<file path="src/fsd_pkg.sv">
// package for the final-storage stream decoder: pair kinds, field positions, reset values
// assumes a single clock domain and 8-bit byte transport
package fsd_pkg;
  localparam int BYTE_W = 8;
  localparam int MAG_W = 13;
  localparam int ID_W = 10;
  localparam int TYPE_W = 3;
  localparam int DIG_W = 2;
  // bit positions of A..H in the first byte
  localparam int BIT_A = 7;
  localparam int BIT_B = 6;
  localparam int BIT_C = 5;
  localparam int BIT_D = 4;
  localparam int BIT_E = 3;
  localparam int BIT_F = 2;
  localparam int BIT_G = 1;
  localparam int BIT_H = 0;
  localparam logic [2:0] DEF_ONES = 3'h7;
  localparam logic [5:0] START_CODE = 6'h3F; // top six bits of an FC start byte
  localparam logic [7:0] DUMMY_BYTE = 8'h7F;
  localparam int SIG_BYTES = 2;
  // register addresses (word aligned)
  localparam logic [3:0] ADDR_CTRL = 4'h0;
  localparam logic [3:0] ADDR_STATUS = 4'h4;
  localparam logic [3:0] ADDR_VALUE = 4'h8;
  localparam logic [3:0] ADDR_COUNT = 4'hC;
  localparam logic [31:0] UNMAPPED_DATA = 32'h0000_0000;
  localparam logic [1:0] CNT_RESET = 2'h0;
  // pair classification
  typedef enum logic [TYPE_W-1:0] {
    PAIR_LOW = 3'h0,
    PAIR_START = 3'h1,
    PAIR_HI_FIRST = 3'h2,
    PAIR_HI_THIRD = 3'h3,
    PAIR_DUMMY = 3'h4,
    PAIR_UNKNOWN = 3'h5,
    PAIR_SIG = 3'h6
  } pair_kind_t;
endpackage

</file>
<file path="src/pair_if.sv">
// carrier between the pair classifier and the top: one completed pair per pulse
// assumes both ends run on the same clock
`timescale 1ns/1ps
interface pair_if;
  import fsd_pkg::*;
  logic valid;
  logic [BYTE_W-1:0] first;
  logic [BYTE_W-1:0] second;
  logic is_sig;
  pair_kind_t kind;
  logic negative;
  logic [DIG_W-1:0] decimals;
  logic [MAG_W-1:0] magnitude;
  logic [ID_W-1:0] array_id;
  modport src (output valid, first, second, is_sig, kind, negative, decimals, magnitude, array_id);
  modport dst (input valid, first, second, is_sig, kind, negative, decimals, magnitude, array_id);
endinterface

</file>
<file path="src/pair_classifier.sv">
// pair classifier: decodes the registered byte pair into kind and fields
// assumes the first and second byte of a pair are held steady while valid is high
`timescale 1ns/1ps
module pair_classifier
  import fsd_pkg::*;
(
  input wire logic clk_in,
  input wire logic rstn_in,
  input wire logic pair_valid_in,
  input wire logic [BYTE_W-1:0] first_in,
  input wire logic [BYTE_W-1:0] second_in,
  input wire logic sig_in,
  pair_if.src out
);
  typedef struct packed {
    logic valid;
    logic [BYTE_W-1:0] first;
    logic [BYTE_W-1:0] second;
    logic is_sig;
    pair_kind_t kind;
    logic negative;
    logic [DIG_W-1:0] decimals;
    logic [MAG_W-1:0] magnitude;
    logic [ID_W-1:0] array_id;
  } cls_state_t;

  cls_state_t st_reg;
  cls_state_t st_next;

  // classify a first byte by its A..H pattern
  function automatic pair_kind_t classify(input logic [BYTE_W-1:0] b);
    pair_kind_t k;
    k = PAIR_UNKNOWN;
    if (b[BIT_D:BIT_F] != DEF_ONES) begin
      k = PAIR_LOW;
    end else if (b[BIT_A:BIT_F] == START_CODE) begin
      k = PAIR_START;
    end else if (!b[BIT_C]) begin
      k = PAIR_HI_FIRST;
    end else if (!b[BIT_A] && !b[BIT_B]) begin
      k = PAIR_HI_THIRD;
    end else if (b == DUMMY_BYTE) begin
      k = PAIR_DUMMY;
    end else begin
      k = PAIR_UNKNOWN;
    end
    return k;
  endfunction

  // build the decoded pair; signature pairs bypass value decoding
  always_comb begin
    st_next = st_reg;
    st_next.valid = pair_valid_in;
    if (pair_valid_in) begin
      st_next.first = first_in;
      st_next.second = second_in;
      st_next.is_sig = sig_in;
      st_next.kind = sig_in ? PAIR_SIG : classify(first_in);
      st_next.negative = 1'b0;
      st_next.decimals = 2'h0;
      st_next.magnitude = 13'h0000;
      st_next.array_id = 10'h000;
      if (!sig_in && st_next.kind == PAIR_LOW) begin
        st_next.negative = first_in[BIT_A];
        st_next.decimals = first_in[BIT_B:BIT_C];
        st_next.magnitude = {first_in[BIT_D:BIT_H], second_in};
      end
      if (!sig_in && st_next.kind == PAIR_START) begin
        st_next.array_id = {first_in[BIT_G:BIT_H], second_in};
      end
    end
  end

  always_ff @(posedge clk_in or negedge rstn_in) begin
    if (!rstn_in) begin
      st_reg <= '0;
    end else begin
      st_reg <= st_next;
    end
  end

  assign out.valid = st_reg.valid;
  assign out.first = st_reg.first;
  assign out.second = st_reg.second;
  assign out.is_sig = st_reg.is_sig;
  assign out.kind = st_reg.kind;
  assign out.negative = st_reg.negative;
  assign out.decimals = st_reg.decimals;
  assign out.magnitude = st_reg.magnitude;
  assign out.array_id = st_reg.array_id;
endmodule

</file>
<file path="src/final_storage_decoder.sv">
// top of the final-storage dump decoder: byte intake, pair output and Avalon-MM registers
// assumes byte strobes synchronous to CLK_IN; END_IN marks the last data byte of a dump
`timescale 1ns/1ps

// Notes on behaviour
// - values are two-byte low or four-byte high
// - arrays open with FC start pair
// - two signature bytes follow dump, not data
// - first byte bits named A to H
// - low value sign is bit A
// - magnitude is D..H then second byte
// - bits B,C place the decimal point
// - D,E,F ones: type from other bits
// - start pair gives ten-bit array id
// - C zero: first half of four-byte value
// - A,B zero, C one: second half
module final_storage_decoder
  import fsd_pkg::*;
(
  input wire logic CLK_IN,
  input wire logic RSTN_IN,
  input wire logic BYTE_VALID_IN,
  input wire logic [7:0] BYTE_IN,
  input wire logic END_IN,
  output logic PAIR_VALID_OUT,
  output logic [2:0] PAIR_KIND_OUT,
  output logic [7:0] PAIR_FIRST_OUT,
  output logic [7:0] PAIR_SECOND_OUT,
  output logic PAIR_NEG_OUT,
  output logic [1:0] PAIR_DEC_OUT,
  output logic [12:0] PAIR_MAG_OUT,
  output logic [9:0] PAIR_ID_OUT,
  output logic DUMP_DONE_OUT,
  input wire logic [3:0] AVS_ADDRESS_IN,
  input wire logic AVS_READ_IN,
  input wire logic AVS_WRITE_IN,
  input wire logic [31:0] AVS_WRITEDATA_IN,
  input wire logic [3:0] AVS_BYTEENABLE_IN,
  output logic [31:0] AVS_READDATA_OUT,
  output logic AVS_WAITREQUEST_OUT
);
  typedef enum logic [2:0] {
    ST_DATA = 3'h1,
    ST_SIG = 3'h2,
    ST_DONE = 3'h4
  } phase_t;

  typedef struct packed {
    phase_t phase;
    logic have_first;
    logic [7:0] first;
    logic pv;
    logic [7:0] pf;
    logic [7:0] ps;
    logic psig;
    logic [1:0] sig_cnt;
    logic enable;
    logic err_sticky;
    logic in_array;
    logic hi_pending;
    logic [15:0] pair_count;
    logic [15:0] unknown_count;
    logic [15:0] signature;
    logic out_valid;
    logic [2:0] out_kind;
    logic [7:0] out_first;
    logic [7:0] out_second;
    logic out_neg;
    logic [1:0] out_dec;
    logic [12:0] out_mag;
    logic [9:0] out_id;
    logic done;
    logic ack;
    logic [31:0] rdata;
  } top_state_t;

  top_state_t s_reg;
  top_state_t s_next;
  logic err_set; // an error is raised in this cycle
  pair_if pbus ();

  // decoding of each completed pair
  pair_classifier u_cls (
    .clk_in(CLK_IN),
    .rstn_in(RSTN_IN),
    .pair_valid_in(s_reg.pv),
    .first_in(s_reg.pf),
    .second_in(s_reg.ps),
    .sig_in(s_reg.psig),
    .out(pbus.src)
  );

  // byte-enable merge of a 16-bit field write
  function automatic logic [15:0] be_merge(input logic [15:0] old, input logic [31:0] wd, input logic [3:0] be);
    logic [15:0] r;
    r = old;
    if (be[0]) begin
      r[7:0] = wd[7:0];
    end
    if (be[1]) begin
      r[15:8] = wd[15:8];
    end
    return r;
  endfunction

  // next-state: byte pairing, pair bookkeeping, register bus
  always_comb begin
    s_next = s_reg;
    s_next.pv = 1'b0;
    s_next.out_valid = 1'b0;
    s_next.done = 1'b0;
    s_next.ack = 1'b0;
    err_set = 1'b0;
    // gather bytes two at a time; after END_IN the next pair is the signature
    if (BYTE_VALID_IN && s_reg.enable && s_reg.phase != ST_DONE) begin
      if (!s_reg.have_first) begin
        s_next.have_first = 1'b1;
        s_next.first = BYTE_IN;
      end else begin
        s_next.have_first = 1'b0;
        s_next.pv = 1'b1;
        s_next.pf = s_reg.first;
        s_next.ps = BYTE_IN;
        s_next.psig = (s_reg.phase == ST_SIG);
        if (s_reg.phase == ST_SIG) begin
          s_next.phase = ST_DONE;
          s_next.signature = {s_reg.first, BYTE_IN};
        end else if (END_IN) begin
          s_next.phase = ST_SIG;
        end
      end
    end
    // account for each decoded pair and forward it
    if (pbus.valid) begin
      s_next.out_valid = 1'b1;
      s_next.out_kind = pbus.kind;
      s_next.out_first = pbus.first;
      s_next.out_second = pbus.second;
      s_next.out_neg = pbus.negative;
      s_next.out_dec = pbus.decimals;
      s_next.out_mag = pbus.magnitude;
      s_next.out_id = pbus.array_id;
      s_next.pair_count = s_reg.pair_count + 16'h0001;
      s_next.done = pbus.is_sig;
      if (pbus.kind == PAIR_START) begin
        s_next.in_array = 1'b1;
      end
      // the second half must follow the first half of a four-byte value
      if (pbus.kind == PAIR_HI_FIRST) begin
        s_next.hi_pending = 1'b1;
      end else if (pbus.kind == PAIR_HI_THIRD) begin
        s_next.hi_pending = 1'b0;
      end
      if (pbus.kind == PAIR_UNKNOWN) begin
        s_next.unknown_count = s_reg.unknown_count + 16'h0001;
      end
      // data before any start marker, or a broken four-byte value, sets the error flag
      if ((pbus.kind == PAIR_LOW || pbus.kind == PAIR_HI_FIRST) && !s_reg.in_array) begin
        s_next.err_sticky = 1'b1;
        err_set = 1'b1;
      end
      if ((pbus.kind == PAIR_HI_THIRD) != s_reg.hi_pending && pbus.kind != PAIR_SIG) begin
        s_next.err_sticky = 1'b1;
        err_set = 1'b1;
      end
    end
    // Avalon slave: one wait state, answer in the cycle after the request
    if ((AVS_READ_IN || AVS_WRITE_IN) && !s_reg.ack) begin
      s_next.ack = 1'b1;
      s_next.rdata = UNMAPPED_DATA;
      if (AVS_READ_IN) begin
        if (AVS_ADDRESS_IN == ADDR_CTRL) begin
          s_next.rdata = {31'h0, s_reg.enable};
        end else if (AVS_ADDRESS_IN == ADDR_STATUS) begin
          s_next.rdata = {s_reg.signature, 8'h00, 1'b0, s_reg.phase, s_reg.hi_pending, s_reg.in_array,
                          s_reg.have_first, s_reg.err_sticky};
        end else if (AVS_ADDRESS_IN == ADDR_VALUE) begin
          s_next.rdata = {s_reg.out_neg, s_reg.out_dec, 3'h0, s_reg.out_id, 3'h0, s_reg.out_mag};
        end else if (AVS_ADDRESS_IN == ADDR_COUNT) begin
          s_next.rdata = {s_reg.unknown_count, s_reg.pair_count};
        end
      end else begin
        if (AVS_ADDRESS_IN == ADDR_CTRL) begin
          if (AVS_BYTEENABLE_IN[0]) begin
            s_next.enable = AVS_WRITEDATA_IN[0];
            // bit 1 restarts the dump decoder
            if (AVS_WRITEDATA_IN[1]) begin
              s_next.phase = ST_DATA;
              s_next.have_first = 1'b0;
              s_next.in_array = 1'b0;
              s_next.hi_pending = 1'b0;
            end
          end
        end else if (AVS_ADDRESS_IN == ADDR_STATUS) begin
          // write one to clear error; a new error in the same cycle wins
          if (AVS_BYTEENABLE_IN[0] && AVS_WRITEDATA_IN[0] && !err_set) begin
            s_next.err_sticky = 1'b0;
          end
        end else if (AVS_ADDRESS_IN == ADDR_COUNT) begin
          s_next.pair_count = be_merge(s_next.pair_count, AVS_WRITEDATA_IN, AVS_BYTEENABLE_IN);
        end
      end
    end
  end

  always_ff @(posedge CLK_IN or negedge RSTN_IN) begin
    if (!RSTN_IN) begin
      s_reg <= '0;
      s_reg.phase <= ST_DATA;
      s_reg.enable <= 1'b1;
      s_reg.pair_count <= {14'h0000, CNT_RESET};
    end else begin
      s_reg <= s_next;
    end
  end

  // outputs straight from the state flip-flops
  assign PAIR_VALID_OUT = s_reg.out_valid;
  assign PAIR_KIND_OUT = s_reg.out_kind;
  assign PAIR_FIRST_OUT = s_reg.out_first;
  assign PAIR_SECOND_OUT = s_reg.out_second;
  assign PAIR_NEG_OUT = s_reg.out_neg;
  assign PAIR_DEC_OUT = s_reg.out_dec;
  assign PAIR_MAG_OUT = s_reg.out_mag;
  assign PAIR_ID_OUT = s_reg.out_id;
  assign DUMP_DONE_OUT = s_reg.done;
  assign AVS_READDATA_OUT = s_reg.rdata;
  assign AVS_WAITREQUEST_OUT = !s_reg.ack;
endmodule

</file>
<file path="config.mk">
export PLATFORM = sky130hd
export DESIGN_NAME = final_storage_decoder
export DESIGN_NICKNAME = d
export VERILOG_FILES = /design/src/fsd_pkg.sv /design/src/pair_if.sv /design/src/pair_classifier.sv /design/src/final_storage_decoder.sv
export SDC_FILE = /design/constraint.sdc
export NUM_CORES = 1
export LEC_CHECK = 0
export BUFFER_PORTS_ARGS = -buffer_cell sky130_fd_sc_hd__buf_2
export CAP_MARGIN = 20
export CORE_UTILIZATION = 46
export CTS_BUF_LIST = sky130_fd_sc_hd__clkbuf_8 sky130_fd_sc_hd__clkbuf_16
export CTS_CLUSTER_DIAMETER = 50
export DETAILED_ROUTE_END_ITERATION = 10
export PLACE_DENSITY_LB_ADDON = 0.1
export SYNTH_ARGS = -nofsm -noshare
export SYNTH_HDL_FRONTEND = slang
export SYNTH_SLANG_ARGS = --single-unit
</file>
<file path="constraint.sdc">
create_clock -name CLK_IN -period 2.94 [get_ports CLK_IN]
set_clock_uncertainty 0.1 [all_clocks]
set_input_delay 0.147 -clock CLK_IN [delete_from_list [all_inputs] [get_ports CLK_IN]]
set_output_delay 0.147 -clock CLK_IN [all_outputs]
set_load 0.03 [all_outputs]
</file>
==> out/results.tsv <==
stage	metric	value	unit
global_routing	first-pass GRT wire length	33800	um
detailed_routing	Final ANT Viol Nets	0	
sta	Hold Vio Cnt, Final	0	
detailed_routing	DRC	0	
floorplan	I/O pin count	134	
layout	Finished Layout Cells	1161	
job	Max-cap violations	0	
floorplan	die area	20900	um2
critical_path	Worst setup EP type	flop	
cts	Post-CTS Setup Bufs	0	
global_routing	vias in the first global route	5950	
synth	mean post-synth cell area	11.8	um2
synth	Yosys reg bits	209	
power	Design Power	8020	uW
synth	sequential area share after synthesis	55.9	%
detailed_routing	Pre-antenna DRT Iters	5	
synth	Net Count, Synth	855	
sta	Worst-Margin Slew	0.962	ns
cts	worst-skew pair later-pin latency	0.52	ns
layout	fill count	1696	
cts	CTS Buffer Depth	3	
sta	setup TNS	0	ns
sta	RSZ-0062 raised after global routing	no	
placed_design	gp weighted congestion	0.827	
synth	post-synth top area cell	dfrtp_1	
placed_design	port bufs	115	
detailed_routing	vias per std cell	5.33	
cts	CTS tree	done	
critical_path	startpoint types	flop	
detailed_routing	WL final	21600	um
layout	register area	5230	um2
synth	Yosys top cell area share	55.4	%
synth	Synth async-reset ratio	100	%
layout	area overhead of the layout relative to synthesis	16.1	%
sta	Slew headroom	35.9	%
detailed_routing	WL per Instance	18.6	um
cts	Num CTS Buffers	24	
layout	number of flip-flops in the largest register	83	
global_routing	grt total ovfl	0	
placed_design	DP HPWL	14900	um
cts	clock sinks	209	
critical_path	largest fanout on the critical path	15	
detailed_routing	vias	6187	
synth	Netlist cell types	50	
power	Max IR drop VDD	0.000372	V
floorplan	die height	145	um
power	pwr/cell area	738	nW/um2
floorplan	core box area	19700	um2
critical_path	WP data arrival	2.57	ns
synth	synth top area cells	dfrtp_1, mux2_2, buf_4	
global_routing	largest net degree at the start of global routing	76	
outcome	status	completed	
synth	Top FF cell, synth	dfrtp_1	
cts	htree depth	1	
sta	fin crit share	77.1	%
sta	Max Fclk	0.441	GHz
floorplan	die width	145	um
layout	ant diodes	0	
layout	layout cells sized above 1	32.0	%
sta	min Tclk post-route	2.27	ns
synth	YS warnings	0	
floorplan	starting density of the core	47.4	%
hold_path	Worst Hold Class	input port to flop	
global_routing	initial antenna violation count	0	
floorplan	# rows	51	
placed_design	Placed Cells	1077	
critical_path	WP data required	3.24	ns
synth	synthesized area	9360	um2
sta	Final Setup Violations	0	
cts	clock root buffer	clkbuf_16	
critical_path	CP Class	flop to flop	
synth	Post-synth EDFFs	0	
detailed_routing	Iter 0 DRT Violations	322	
cts	post_cts resized	0	
cts	CTS clk-pin slew, worst paths	0.06	ns
layout	Nets	939	
sta	max-slew violations	0	
power	Leak Pwr	0.00523	uW
synth	Mapped Cells	796	
global_routing	Tot GR Track Use	21.3	%
layout	area occupied by multi-input gates	3250	um2
==> final cells by class <==
cell class / count / area share, %
well taps: 265 / 3.05
repair buffers: 170 / 10.4
flip-flops and latches: 209 / 48.2
clock inverters: 13 / 0.921
multi-input cells: 438 / 29.9
clock buffers: 29 / 6.27
inverters: 37 / 1.28
==> metal layers <==
layer | track usage [%] | routed length (um) | up-vias
met2 | 33.0 | 10100 | 153
met5 | 0 | 0 | -
li1 | - | - | 2858
met3 | 3.44 | 1040 | 32
met4 | 5.60 | 352 | 0
met1 | 31.1 | 10100 | 3144
==> Yosys cell counts (all sizes together), types with 3 or more instances <==
cell type and count:
nand2b 4, dfrtp 207, inv 37, nor3b 3
nand2 61, nor2 29, nor4 11, mux2 103
nand4 10, ha 5, a21oi 21, xor2 8
o21ai 63, xnor2 23, buf 100, a22oi 47
clkbuf 12, nand3 15, nor3 6, and3 6
==> kinds of logic (layout without fill, tap and decap cells) <==
kind of cell | after synthesis | after routing | share of synthesized area [%]
flops | 209 | 209 | 55.9
simple gates | 157 | 157 | 9.32
buf+inv | 149 | 249 | 9.52
compound gates | 140 | 140 | 9.04
mux | 105 | 105 | 12.6
xor+xnor | 31 | 31 | 2.90
fa+ha+maj | 5 | 5 | 0.669
==> cell usage in the layout, fill, tap and decap left out, types with 3 or more instances in the layout <==
| cell | count |
|---|---|
| a22oi_1 | 47 |
| ha_1 | 5 |
| nand2b_1 | 4 |
| dlygate4sd3_1 | 42 |
| nand4_1 | 8 |
| clkinv_4 | 3 |
| a21oi_1 | 20 |
| mux2_2 | 103 |
| clkbuf_8 | 5 |
| nand3_1 | 13 |
| o21ai_0 | 58 |
| clkbuf_16 | 25 |
| clkinv_2 | 4 |
| xnor2_1 | 23 |
| xor2_1 | 8 |
| nor4_1 | 9 |
| dfrtp_1 | 206 |
| buf_4 | 11 |
| and3_1 | 5 |
| nor3_1 | 6 |
| buf_2 | 114 |
| o21ai_1 | 4 |
| inv_1 | 41 |
| nand2_1 | 61 |
| nor2_1 | 29 |
==> through the flow <==
stage	utilization (%)	hold WS (ns)	worst slack (ns)	cell area, um2
2_1_floorplan	-	-0.249	0.674	9360
3_3_place_gp	49.0	0.0722	0.879	9660
3_5_place_dp	49.0	0.0772	0.845	9660
4_1_cts	55.1	0.0443	0.661	10900
5_1_grt	55.1	0.107	0.516	10900
6_report	55.1	0.0647	0.673	10900
==> final timing paths <==
check                                      from         end  slack [ns]  depth (start not counted)
max in group asynchronous               RSTN_IN  s_reg[161]        1.81                          3
worst min-delay path               AVS_WRITE_IN   s_reg[32]        0.06                          4
worst max register to register  u_cls.out.valid  s_reg[127]        0.67                          5
worst min register to register       s_reg[111]  s_reg[111]        0.38                          1
min in group asynchronous               RSTN_IN  s_reg[105]        0.09                          2
worst max-delay path            u_cls.out.valid  s_reg[127]        0.67                          5
==> report_power, final <==
group / leakage (uW) / internal, uW / total (uW) / switching (uW)
Sequential: 0.00280 / 3350 / 3910 / 558
Clock: 0.000405 / 1730 / 2890 / 1160
Combinational: 0.00202 / 614 / 1210 / 598
==> worst max-delay path, stage by stage, from the launching register on <==
cell,delay (ns)
dfrtp_2,0.61
nand4_4,0.23
nor4_1,0.40
xnor2_1,0.16
a21oi_1,0.08
dlygate4sd3_1,0.57
==> what timing repair did <==
item	in CTS	in global routing
hold endpoints to repair	107	0
endpoints found under the setup margin	0	0
hold buffers	42	0
Power figures use the tool's default switching activity.
